$ cat src/pkg/jls_consts.svh
// Constants for the link status register block
// Assumes inclusion by bare name from the package and the design file
`ifndef JLS_CONSTS_SVH
`define JLS_CONSTS_SVH
`define JLS_ADDR_W           8
`define JLS_LINK_STATUS_ADDR 8'h6C
`define JLS_BIT_LINK         6
`define JLS_BIT_IDLE         5
`define JLS_BIT_PHASE        4
`define JLS_BIT_ALIGN        3
`define JLS_BIT_PLL          2
`define JLS_BIT_CAL          1
`define JLS_BIT_CLK          0
`define JLS_SYNC_MIN_FRAMES  4
`define JLS_RESP_OKAY        2'h0
`define JLS_RESP_SLVERR      2'h2
`endif

$ cat src/pkg/jls_pkg.sv
// Types for the link status register block
// Assumes jls_consts.svh on the include path
`include "jls_consts.svh"
package jls_pkg;
  typedef enum logic [1:0] {
    JLS_IDLE    = 2'b00,
    JLS_SYNCING = 2'b01,
    JLS_ILAS    = 2'b10,
    JLS_DATA    = 2'b11
  } jls_link_e;
  typedef logic [7:0] jls_stat_t;
endpackage

$ cat src/rtl/jls_link_status.sv
// Link status register with AXI4-Lite slave
// Assumes status sources arrive asynchronous; frame tick is a one-cycle enable on clk
//
// Functional notes
// - Link flag bit 6 set only after sync, ILAS done and data flowing
// - Request-idle bit 5 low while sync requested or in progress, else high
// - Request-idle follows the sync state machine, not the live pin
// - Phase-adjusted flag bit 4 set when SYSREF shifts frame or multiframe phase
// - SYSREF event without phase change leaves the phase-adjusted flag alone
// - Writing one clears phase-adjusted flag; otherwise it stays set until sample clock loss
// - Loss of sample clock clears both phase-adjusted and alignment flags
// - Alignment flag bit 3 set once a SYSREF event has been processed
// - Rising SYSREF edge counts as the event setting alignment flag
// - Writing one clears alignment flag; otherwise sticky until sample clock loss
// - Read-only bit 2 shows PLL lock
// - Read-only bit 1 shows calibration complete
// - Read-only bit 0 shows an active sample clock input
//
// The AXI4-Lite register port is this design's own decision.
`timescale 1ns/1ps
`default_nettype none
`include "jls_consts.svh"
module jls_link_status #(
  parameter int SYNC_MIN_FRAMES = `JLS_SYNC_MIN_FRAMES
) (
  // Clock and reset
  input  wire logic                   clk,
  input  wire logic                   reset_n,
  // AXI4-Lite write
  input  wire logic [`JLS_ADDR_W-1:0] s_axi_awaddr,
  input  wire logic                   s_axi_awvalid,
  output var  logic                   s_axi_awready,
  input  wire logic [31:0]            s_axi_wdata,
  input  wire logic [3:0]             s_axi_wstrb,
  input  wire logic                   s_axi_wvalid,
  output var  logic                   s_axi_wready,
  output var  logic [1:0]             s_axi_bresp,
  output var  logic                   s_axi_bvalid,
  input  wire logic                   s_axi_bready,
  // AXI4-Lite read
  input  wire logic [`JLS_ADDR_W-1:0] s_axi_araddr,
  input  wire logic                   s_axi_arvalid,
  output var  logic                   s_axi_arready,
  output var  logic [31:0]            s_axi_rdata,
  output var  logic [1:0]             s_axi_rresp,
  output var  logic                   s_axi_rvalid,
  input  wire logic                   s_axi_rready,
  // Link and status sources
  input  wire logic                   sync_n,
  input  wire logic                   sysref,
  input  wire logic                   sysref_detect_enable,
  input  wire logic                   frame_tick,
  input  wire logic                   ilas_done,
  input  wire logic                   phase_shift,
  input  wire logic                   pll_locked,
  input  wire logic                   cal_complete,
  input  wire logic                   sample_clock_input,
  // Status out
  output var  logic                   link_up,
  output var  logic                   sysref_aligned
);
  import jls_pkg::*;

  // ----------------------------------------
  // Input synchronisers
  // ----------------------------------------
  localparam int NS = 7;
  // Resting levels: request line high, so no false request follows reset
  localparam logic [NS-1:0] SYNC_IDLE = {1'b1, {(NS-1){1'b0}}};
  logic [NS-1:0] meta, sync_q, next_meta, next_sync_q;
  always_comb begin
    next_meta   = {sync_n, sysref, ilas_done, phase_shift, pll_locked,
                   cal_complete, sample_clock_input};
    next_sync_q = meta;
  end
  always_ff @(posedge clk) begin
    if (!reset_n) begin
      meta   <= SYNC_IDLE;
      sync_q <= SYNC_IDLE;
    end else begin
      meta   <= next_meta;
      sync_q <= next_sync_q;
    end
  end
  logic s_sync_n, s_sysref, s_ilas, s_shift, s_pll, s_cal, s_clk;
  assign {s_sync_n, s_sysref, s_ilas, s_shift, s_pll, s_cal, s_clk} = sync_q;

  // ----------------------------------------
  // Sync state machine
  // ----------------------------------------
  jls_link_e state, next_state;
  logic [7:0] low_cnt, next_low_cnt;
  logic       sync_req;
  assign sync_req = (low_cnt >= 8'(SYNC_MIN_FRAMES));
  always_comb begin
    next_low_cnt = low_cnt;
    if (s_sync_n)
      next_low_cnt = '0;
    else if (frame_tick && !sync_req)
      next_low_cnt = low_cnt + 8'h01;
    next_state = state;
    case (state)
      JLS_IDLE: begin
        if (sync_req)
          next_state = JLS_SYNCING;
      end
      JLS_SYNCING: begin
        if (s_sync_n)
          next_state = JLS_ILAS;
      end
      JLS_ILAS: begin
        if (sync_req)
          next_state = JLS_SYNCING;
        else if (s_ilas)
          next_state = JLS_DATA;
      end
      JLS_DATA: begin
        if (sync_req)
          next_state = JLS_SYNCING;
      end
      default: next_state = JLS_IDLE;
    endcase
    if (!s_clk)
      next_state = JLS_IDLE;
  end
  always_ff @(posedge clk) begin
    if (!reset_n) begin
      state   <= JLS_IDLE;
      low_cnt <= 8'h00;
    end else begin
      state   <= next_state;
      low_cnt <= next_low_cnt;
    end
  end

  // ----------------------------------------
  // Write data capture
  // ----------------------------------------
  // Clear bits held from the W handshake; wdata may change after it
  logic w_clr_phase, w_clr_align, next_w_clr_phase, next_w_clr_align;
  always_comb begin
    next_w_clr_phase = w_clr_phase;
    next_w_clr_align = w_clr_align;
    if (s_axi_wvalid && s_axi_wready) begin
      next_w_clr_phase = s_axi_wstrb[0] && s_axi_wdata[`JLS_BIT_PHASE];
      next_w_clr_align = s_axi_wstrb[0] && s_axi_wdata[`JLS_BIT_ALIGN];
    end
  end
  always_ff @(posedge clk) begin
    if (!reset_n) begin
      w_clr_phase <= 1'b0;
      w_clr_align <= 1'b0;
    end else begin
      w_clr_phase <= next_w_clr_phase;
      w_clr_align <= next_w_clr_align;
    end
  end

  // ----------------------------------------
  // Sticky alignment flags
  // ----------------------------------------
  logic sysref_d, next_sysref_d, phase_flag, next_phase_flag, align_flag, next_align_flag;
  logic wr_fire;
  logic sysref_event;
  assign sysref_event = s_sysref && !sysref_d && sysref_detect_enable && s_cal;
  always_comb begin
    next_sysref_d   = s_sysref;
    next_phase_flag = phase_flag;
    next_align_flag = align_flag;
    // Sets follow clears so a set wins; clock loss overrides both
    if (wr_fire && w_clr_phase)
      next_phase_flag = 1'b0;
    if (wr_fire && w_clr_align)
      next_align_flag = 1'b0;
    if (sysref_event && s_shift)
      next_phase_flag = 1'b1;
    if (sysref_event)
      next_align_flag = 1'b1;
    if (!s_clk) begin
      next_phase_flag = 1'b0;
      next_align_flag = 1'b0;
    end
  end
  always_ff @(posedge clk) begin
    if (!reset_n) begin
      sysref_d   <= 1'b0;
      phase_flag <= 1'b0;
      align_flag <= 1'b0;
    end else begin
      sysref_d   <= next_sysref_d;
      phase_flag <= next_phase_flag;
      align_flag <= next_align_flag;
    end
  end

  // ----------------------------------------
  // Status word
  // ----------------------------------------
  jls_stat_t stat;
  always_comb begin
    stat                = '0;
    stat[`JLS_BIT_LINK]  = (state == JLS_DATA);
    stat[`JLS_BIT_IDLE]  = !(sync_req || state == JLS_SYNCING);
    stat[`JLS_BIT_PHASE] = phase_flag;
    stat[`JLS_BIT_ALIGN] = align_flag;
    stat[`JLS_BIT_PLL]   = s_pll;
    stat[`JLS_BIT_CAL]   = s_cal;
    stat[`JLS_BIT_CLK]   = s_clk;
  end

  // ----------------------------------------
  // Status outputs
  // ----------------------------------------
  logic next_link_up, next_aligned;
  always_comb begin
    next_link_up = stat[`JLS_BIT_LINK];
    next_aligned = align_flag;
  end
  always_ff @(posedge clk) begin
    if (!reset_n) begin
      link_up        <= 1'b0;
      sysref_aligned <= 1'b0;
    end else begin
      link_up        <= next_link_up;
      sysref_aligned <= next_aligned;
    end
  end

  // ----------------------------------------
  // AXI4-Lite slave
  // ----------------------------------------
  function automatic logic hit(input logic [`JLS_ADDR_W-1:0] a);
    return a == `JLS_LINK_STATUS_ADDR;
  endfunction

  logic aw_ok, w_ok, next_aw_ok, next_w_ok, aw_hit, next_aw_hit;
  logic next_awready, next_wready, next_bvalid, next_arready, next_rvalid;
  logic [1:0]  next_bresp, next_rresp;
  logic [31:0] next_rdata;
  assign wr_fire = aw_ok && w_ok && !s_axi_bvalid && aw_hit;
  always_comb begin
    next_aw_ok   = aw_ok;
    next_w_ok    = w_ok;
    next_aw_hit  = aw_hit;
    next_bvalid  = s_axi_bvalid;
    next_bresp   = s_axi_bresp;
    next_arready = 1'b0;
    next_rvalid  = s_axi_rvalid;
    next_rdata   = s_axi_rdata;
    next_rresp   = s_axi_rresp;
    if (s_axi_awvalid && s_axi_awready) begin
      next_aw_ok  = 1'b1;
      next_aw_hit = hit(s_axi_awaddr);
    end
    if (s_axi_wvalid && s_axi_wready)
      next_w_ok = 1'b1;
    if (aw_ok && w_ok && !s_axi_bvalid) begin
      next_bvalid = 1'b1;
      next_bresp  = aw_hit ? `JLS_RESP_OKAY : `JLS_RESP_SLVERR;
      next_aw_ok  = 1'b0;
      next_w_ok   = 1'b0;
    end
    if (s_axi_bvalid && s_axi_bready)
      next_bvalid = 1'b0;
    next_awready = !next_aw_ok && !next_bvalid;
    next_wready  = !next_w_ok && !next_bvalid;
    if (s_axi_rvalid && s_axi_rready)
      next_rvalid = 1'b0;
    if (s_axi_arvalid && s_axi_arready) begin
      next_rvalid = 1'b1;
      next_rdata  = hit(s_axi_araddr) ? {24'h000000, stat} : 32'h00000000;
      next_rresp  = hit(s_axi_araddr) ? `JLS_RESP_OKAY : `JLS_RESP_SLVERR;
    end else if (!s_axi_arready && !next_rvalid && s_axi_arvalid)
      next_arready = 1'b1;
  end
  always_ff @(posedge clk) begin
    if (!reset_n) begin
      aw_ok          <= 1'b0;
      w_ok           <= 1'b0;
      aw_hit         <= 1'b0;
      s_axi_awready  <= 1'b0;
      s_axi_wready   <= 1'b0;
      s_axi_bvalid   <= 1'b0;
      s_axi_bresp    <= `JLS_RESP_OKAY;
      s_axi_arready  <= 1'b0;
      s_axi_rvalid   <= 1'b0;
      s_axi_rdata    <= 32'h00000000;
      s_axi_rresp    <= `JLS_RESP_OKAY;
    end else begin
      aw_ok          <= next_aw_ok;
      w_ok           <= next_w_ok;
      aw_hit         <= next_aw_hit;
      s_axi_awready  <= next_awready;
      s_axi_wready   <= next_wready;
      s_axi_bvalid   <= next_bvalid;
      s_axi_bresp    <= next_bresp;
      s_axi_arready  <= next_arready;
      s_axi_rvalid   <= next_rvalid;
      s_axi_rdata    <= next_rdata;
      s_axi_rresp    <= next_rresp;
    end
  end
endmodule
`default_nettype wire

$ cat config.mk
export PLATFORM = sky130hd
export DESIGN_NAME = jls_link_status
export DESIGN_NICKNAME = d
export VERILOG_FILES = /design/src/pkg/jls_pkg.sv /design/src/rtl/jls_link_status.sv
export VERILOG_INCLUDE_DIRS = /design/src /design/src/pkg
export SDC_FILE = /design/constraint.sdc
export NUM_CORES = 1
export LEC_CHECK = 0
export ABC_AREA = 0
export BUFFER_PORTS_ARGS = -buffer_cell sky130_fd_sc_hd__clkbuf_2
export CAP_MARGIN = 40
export CORE_MARGIN = 5
export CORE_UTILIZATION = 35
export CTS_CLUSTER_DIAMETER = 30
export DETAILED_ROUTE_END_ITERATION = 8
export PLACE_DENSITY = 0.71
export REMOVE_ABC_BUFFERS = 1
export SLEW_MARGIN = 20
export SYNTH_ARGS = -nofsm -noshare
export SYNTH_HDL_FRONTEND = slang
export SYNTH_SLANG_ARGS = --single-unit
$ cat constraint.sdc
create_clock -name clk -period 1.9 [get_ports clk]
set_input_delay 0.38 -clock clk [delete_from_list [all_inputs] [get_ports clk]]
set_output_delay 0.38 -clock clk [all_outputs]
set_load 0.01 [all_outputs]
Yosys cells after proc, flatten, opt, wreduce, memory -nomap -nowiden

Cells that the tools add are included.

Flip-flop bits (word level): 75
Output and inout port bits: 43
Word-level logic and storage cells: 93
Bits of input ports: 68

Order comparisons: 1
Eq/ne operators: 8
Mux-type cells: 21
Bitwise logic cells: 1
$add $sub $neg: 1
Reductions and logical operators: 39

Operators by type and width:

| cell                  | count |
|---|---|
| $logic_and A1 B1 Y1   | 21 |
| $eq A8 B7 Y1 const B  | 2 |
| $mux W1               | 13 |
| $mux W2               | 6 |
| $logic_not A1 Y1      | 9 |
| $add A8 B1 Y8 const B | 1 |
| $ge A8 B3 Y1 const B  | 1 |
| $mux W7               | 1 |
| $pmux W2 S3           | 1 |
| $reduce_or A2 Y1      | 3 |
| $eq A2 B2 Y1 const B  | 2 |
| $reduce_bool A2 Y1    | 2 |
| $ne A3 B3 Y1 const B  | 1 |
| $reduce_and A3 Y1     | 1 |
| $eq A2 B1 Y1 const B  | 1 |
| $logic_not A2 Y1      | 1 |
| $ne A2 B1 Y1 const B  | 1 |
| $ne A2 B2 Y1 const B  | 1 |
| $reduce_and A2 Y1     | 1 |
| $logic_or A1 B1 Y1    | 1 |
| $not A1 Y1            | 1 |

Logic depth before layout (Yosys ltp)

Gate-level depths: netlist (run 1).

Depth after elaboration: 6
Mapped depth: 6
Depth with buffers taken out: 6

Least setup slack after synthesis (run 1)

No wires, ideal clock.

Kind: flip-flop to flip-flop
Start point: register state[0]
End point: register state[0]
Buffers on the path: 0
Setup time: 91 ps
Arrival time: 1199 ps
Clock period less this slack: 1290 ps
Required time: 1809 ps
Setup slack: 610 ps
Cell stages (with the launch flop): 6
Cells stage by stage: dfxtp_1 inv_1 ha_1 o211ai_2 a21oi_1 a311oi_1

Word-level cells in the longest chain between the ends: 4
Elaborated cells on any way between the ends: 10
Classes of those cells: 6 x eq/ne; 1 x mux; 3 x reduce/logical

RTL lines:

| element                                          | line                   | source |
|---|---|---|
| start, declared                                  | jls_link_status.sv:91  | `jls_link_e state, next_state;` |
| start signal, assigned                           | jls_link_status.sv:131 | `state <= next_state;` |
| $eq A2 B2 Y1 or $logic_not A2 Y1 (tied branches) | jls_link_status.sv:102 | `case (state)` |
| $reduce_or A2 Y1 (no line)                       | n/a                    |  |
| $ne A2 B1 Y1 (no line)                           | n/a                    |  |
| $reduce_and A3 Y1 (no line)                      | n/a                    |  |

Several ways; a longest one is shown, not always the timed one.
A chain may end at the register's enable or synchronous reset.

Worst setup path after layout (run 1)

Same ends and word-level chain as after synthesis.

==> impl_metrics.env, run 1 <==
export IMPL_outcome="finished clean"
export IMPL_rsz0062_at_grt="false"
export IMPL_p_per_area_nw_per_um2=797
export IMPL_synth_edff_count=0
export IMPL_die_area_um2=7070
export IMPL_postCtsHoldBufs=0
export IMPL_final_cell_mix="clkbuf_2 (50), dfxtp_1 (48), conb_1 (27)"
export IMPL_clock_root_buffer="clkbuf_8"
export IMPL_syn_cell_area_um2=1920
export IMPL_post_cts_resize_count=0
export IMPL_antennaDiodeCount=0
export IMPL_cp_data_required_time_ns=2.11
export IMPL_synth_cells=193
export IMPL_worst_setup_path_end_kind="flip-flop"
export IMPL_clock_sinks=48
export IMPL_cts_inserted_buffers=5
export IMPL_grt_use_total_pct=9.66
export IMPL_synthFlopType="dfxtp_1"
export IMPL_maxCapViolCount=0
export IMPL_ir_worst_vdd_v=0.000474
export IMPL_final_nets=320
export IMPL_antenna_left=0
export IMPL_yosys_cell_types_count=32
export IMPL_num_vias=1344
export IMPL_post_cts_buffers=0
export IMPL_clk_latency_ns=0.30
export IMPL_hold_violations=0
export IMPL_fmax_mhz=698
export IMPL_synth_seq_area_share_pct=50.0
export IMPL_finalWeightedCongestion=0.742
export IMPL_drt_wl_total_um=3370
export IMPL_syn2layout_area_growth_pct=16.5
export IMPL_crit_type="reg -> reg"
export IMPL_grt_pass1_wl_um=5680
export IMPL_crit_path_start_kind="flip-flop"
export IMPL_drc=0
export IMPL_io_buffers=50
export IMPL_fin_crit_sh_pct=75.4
export IMPL_drtIter0Drc=67
export IMPL_io_pin_count=111
export IMPL_p_total_w=0.00178
export IMPL_fin_crit_ns=1.43
export IMPL_dp_hpwl_um=2600
export IMPL_htreeDepth=2
export IMPL_gr_total_overflow=0
export IMPL_die_y_um=84.1
export IMPL_skew_ns=0.00477
export IMPL_clkTransAtPathRegs_ns=0.08
export IMPL_antenna_found_initial=0
export IMPL_cts_buffer_depth=2
export IMPL_cts_tree="yes"
export IMPL_setup_viol_count_final=0
export IMPL_synth_area_per_cell_um2=9.95
export IMPL_yosys_register_bits=48
export IMPL_start_util_pct=35.5
export IMPL_slew_viol_final=0
export IMPL_hold_path_class="in -> reg"
export IMPL_wire_per_inst_um=10.6
export IMPL_first_pass_iters=4
export IMPL_grt_start_max_net_pins=28
export IMPL_vias_per_cell=4.21
export IMPL_die_w_um=84.1
export IMPL_p_leak_nw=1.02
export IMPL_yosysWarnings=0
export IMPL_fin_setup_tns_ns=0
export IMPL_worst_path_max_fanout=5
export IMPL_synthArstFlopShare_pct=0
export IMPL_grt_pass1_vias=1299
export IMPL_rows=27
export IMPL_cp_arrival_ns=1.65
export IMPL_mostFrequentLayoutCell="clkbuf_2"
export IMPL_drive_gt1_share_pct=25.5
export IMPL_coreArea_um2=5410
export IMPL_nFillCells=539
## path summary, 6_finish.rpt
kind | slack, ns | startpoint | depth (start not counted) | to
setup / recovery | 0.47 | state[0] | 5 | state[0]
hold / removal | 0.26 | sync_n | 2 | meta[6]
setup reg to reg | 0.47 | state[0] | 5 | state[0]
hold reg to reg | 0.42 | meta[6] | 1 | sync_q[6]
## area by class of cell
cell class | instances | area, um2 | share of cell area [%]
flip-flops and latches | 48 | 961 | 42.9
well taps | 72 | 90.1 | 4.02
inverters | 7 | 26.3 | 1.17
multi-input cells | 133 | 813 | 36.3
clock buffers | 8 | 90.1 | 4.02
repair buffers | 51 | 258 | 11.5
## power by group
group          total (W)  internal, W  switching (W)
Sequential       0.00105      0.00103      0.0000131
Combinational   0.000126    0.0000548      0.0000708
Clock           0.000613     0.000297       0.000315
## cells in the mapped netlist (2+ instances only)
cell type  number  share of area [%]
dfxtp_1        48                 50
nor2b_1         2               0.65
a22o_1          6                2.7
nand2b_1        6                2.0
a21oi_1         5                1.3
a21boi_0        4                1.6
o21ai_0         6                1.6
nor3b_1         2               0.78
nand4_1         3               0.98
nand3_1         3               0.78
and4b_1         2                1.0
and2_1         23                7.5
nand4bb_1       2                1.2
ha_1            6                3.9
nand2_1        13                2.5
buf_4          27                 11
clkbuf_1        4               0.78
nor2_1          9                1.8
inv_1           7                1.4
and2_2          3                1.2
## through the flow
stage	setup WS, ns	cells	hold WS (ns)	instance area (um2)	util [%]
detailed placement	0.486	311	0.401	2150	39.7
global route	0.341	319	0.263	2240	41.4
global placement	0.502	311	0.392	2150	39.7
finish	0.468	319	0.258	2240	41.4
floorplan	0.610	188	0.386	1800	-
CTS	0.482	319	0.252	2240	41.4
## layer usage
layer  GRT usage, %  share of wire (%)
met5              0                  0
met4           4.97                1.8
met1           12.3                 47
met2           14.8                 44
met3           2.76                7.5
## flip-flops by register name, summed over array words and instances, names as in the netlist, 2 cells and up
name         count
low_cnt          8
meta             7
s_axi_rdata      7
sync_q           7
state            2
## logic make-up after synthesis
group | count (synthesis) | share of synthesized area, %
flip-flops | 48 | 50.0
XOR/XNOR | 1 | 0.456
other | 1 | 0.195
buffers and inverters | 38 | 12.7
AO/OA/AOI/OAI | 26 | 9.51
AND/OR/NAND/NOR | 73 | 23.2
adder cells (fa/ha/maj) | 6 | 3.91
## critical path, cell delays in order (launching register included)
cell,delay [ns]
dfxtp_1,0.41
inv_1,0.06
ha_1,0.32
o211ai_2,0.22
a21oi_1,0.10
a311oi_1,0.23
(Power assumes the default switching activity.)
==> inputs of run 2 (changes only) <==
ABC_AREA = 1   (was 0)
PLACE_DENSITY = 0.73   (was 0.71)
clock period = 1.2 ns   (was 1.9 ns; I/O delays follow)
==> run 2 against run 1 <==
- area after synthesis is 2.8% higher
- sequential power is 58% higher
- worst hold slack worse by 0.15 ns
- via count is 14% higher
- design area is 6.6% higher
- final cell count is 16% higher
- die area is 2.5% higher
- flip-flop and latch count stayed put
==> impl_metrics.env, run 2 <==
export IMPL_outcome="finished clean"
export IMPL_final_cell_mix="clkbuf_2 (50), dfxtp_1 (46), inv_1 (40)"
export IMPL_clock_root_buffer="clkbuf_8"
export IMPL_grt_pass1_wl_um=6030
export IMPL_mostFrequentLayoutCell="clkbuf_2"
export IMPL_gr_total_overflow=0
export IMPL_fmax_mhz=865
export IMPL_syn_cell_area_um2=1970
export IMPL_dp_hpwl_um=2910
export IMPL_cts_tree="yes"
export IMPL_setup_viol_count_final=0
export IMPL_yosys_top_cells_area="dfxtp_1 (49%), buf_4 (10%), inv_1 (8.0%)"
export IMPL_rows=27
export IMPL_vias_per_cell=4.15
export IMPL_post_cts_buffers=0
export IMPL_maxCapViolCount=0
export IMPL_drive_gt1_share_pct=29.9
export IMPL_nFillCells=572
export IMPL_fin_crit_ns=1.16
export IMPL_final_core_util_pct=43.3
export IMPL_die_w_um=85.1
export IMPL_rr_worst_depth=7
export IMPL_antenna_left=0
export IMPL_crit_path_start_kind="flip-flop"
export IMPL_largest_reg_flops=8
export IMPL_coreArea_um2=5510
export IMPL_clkTransAtPathRegs_ns=0.09
export IMPL_cts_inserted_buffers=5
export IMPL_drt_wl_total_um=3660
export IMPL_synthArstFlopShare_pct=0
export IMPL_fin_crit_sh_pct=96.3
export IMPL_yosys_cell_types_count=25
export IMPL_io_buffers=50
export IMPL_final_nets=371
export IMPL_grt_pass1_vias=1415
export IMPL_synth_area_per_cell_um2=8.30
export IMPL_wire_per_inst_um=9.88
export IMPL_synthFlopType="dfxtp_1"
export IMPL_finalWeightedCongestion=0.749
export IMPL_start_util_pct=35.9
export IMPL_die_y_um=85.1
export IMPL_synth_seq_area_share_pct=48.7
export IMPL_antenna_found_initial=0
export IMPL_worst_slack_ns=0.0439
export IMPL_yosysTopAreaCellShare_pct=48.7
export IMPL_synth_largest_area_cell="dfxtp_1"
export IMPL_hold_violations=0
export IMPL_skew_ns=0.00543
export IMPL_detailedPlace_worstSlack_ns=0.0111
export IMPL_worst_setup_path_end_kind="flip-flop"
export IMPL_hold_ws_ns=0.106
export IMPL_clk_latency_ns=0.31
export IMPL_max_flop_register="low_cnt"
export IMPL_antennaDiodeCount=0
export IMPL_yosys_register_bits=48
export IMPL_cp_arrival_ns=1.37
export IMPL_postCtsHoldBufs=0
export IMPL_crit_type="reg -> reg"
export IMPL_ir_worst_vdd_v=0.000434
export IMPL_synth_cells=238
export IMPL_io_pin_count=111
export IMPL_p_per_area_nw_per_um2=1220
export IMPL_startpoint="state[0]"
export IMPL_die_area_um2=7240
export IMPL_drtIter0Drc=45
export IMPL_synth_common_cells="dfxtp_1 (48), inv_1 (42), nand2_1 (34)"
export IMPL_endpoint="state[0]"
export IMPL_hold_path_class="in -> reg"
export IMPL_first_pass_iters=4
export IMPL_p_leak_nw=1.21
export IMPL_synth_most_common_cell="dfxtp_1"
export IMPL_htreeDepth=2
export IMPL_cts_buffer_depth=2
export IMPL_clock_sinks=48
export IMPL_num_vias=1537
export IMPL_fin_setup_tns_ns=0
export IMPL_yosysWarnings=0
export IMPL_syn2layout_area_growth_pct=20.8
export IMPL_grt_use_total_pct=10.5
export IMPL_worst_path_max_fanout=2
export IMPL_grt_start_max_net_pins=16
export IMPL_r2r_slack_ns=0.04
export IMPL_r2r_end="state[0]"
export IMPL_synth_edff_count=0
export IMPL_drc=0
export IMPL_slew_viol_final=0
export IMPL_cp_data_required_time_ns=1.41
export IMPL_r2r_start="state[0]"
==> run 2: changes by cell type in the layout (fill, tap and decap cells not counted), sizes merged, moves of 4 or more <==
cell    before  now
o21ai        6   10
a21oi        5   15
buf          1    7
a22o         6    0
nor2         9   22
a211oi       0    4
a21boi       4    0
nor3         1    5
inv          7   44
nand2b       6    0
nand2       13   35
nand3        3    8
and2        26    0
==> run 2: routing by layer <==
| layer | wire length, um | GRT usage, % | up-vias |
|---|---|---|---|
| met5 | 0 | 0 | - |
| met3 | 333 | 3.01 | 9 |
| met4 | 114 | 7.34 | 0 |
| met2 | 1670 | 16.5 | 58 |
| met1 | 1530 | 12.1 | 676 |
| li1 | - | - | 794 |
==> run 2: area by class of cell <==
cell class,count,area (um2),area share (%)
sequential,48,963,40.4
multi-input combinational,142,772,32.4
timing repair buffer,57,303,12.7
inverter,43,161,6.76
tap,72,90.1,3.78
clock buffer,6,82.6,3.46
clock inverter,2,13.8,0.577
==> run 2: worst max-delay path: stages (launching register included) <==
cell and delay (ns):
dfxtp_2 0.35, inv_2 0.05, ha_4 0.26, nand4_1 0.13, nand3_2 0.12, nand2_1 0.06, inv_1 0.05, nor2_1 0.04
==> run 2: where the power goes <==
group          internal (W)  switching [W]
registers           0.00164      0.0000213
clock network      0.000471       0.000542
logic             0.0000932       0.000146
total               0.00221       0.000709
==> run 2: worst min-delay path by stage <==
stage,startpoint,end,slack (ns),depth (start not counted)
finish,pll_locked,meta[2],0.11,3
global route,sysref,meta[5],0.11,3
CTS,pll_locked,meta[2],0.1,3
detailed placement,meta[2],sync_q[2],0.40,2
global placement,meta[6],sync_q[6],0.40,1
floorplan,reset_n,meta[0],0.33,2
==> run 2: kinds of logic after synthesis <==
logic type      after synthesis  synth area share [%]
other cells                   1                 0.190
compound gates               30                  9.00
simple gates                 79                  18.9
buf+inv                      74                  19.4
flops                        48                  48.7
fa+ha+maj                     6                  3.80
==> run 2: timing repair <==
| action | CTS | global route |
|---|---|---|
| resized for setup | 1 | 14 |
| gates cloned | 0 | 0 |
| pin swaps | 1 | 6 |
| endpoints found under the setup margin | 1 | 6 |
==> run 2: through the flow <==
step	area, um2	instances	total power [W]
2_1_floorplan	1850	233	0.00182
6_report	2390	370	0.00292
3_5_place_dp	2240	362	0.00194
5_1_grt	2390	370	0.00306
3_3_place_gp	2240	362	0.00193
4_1_cts	2340	370	0.00295
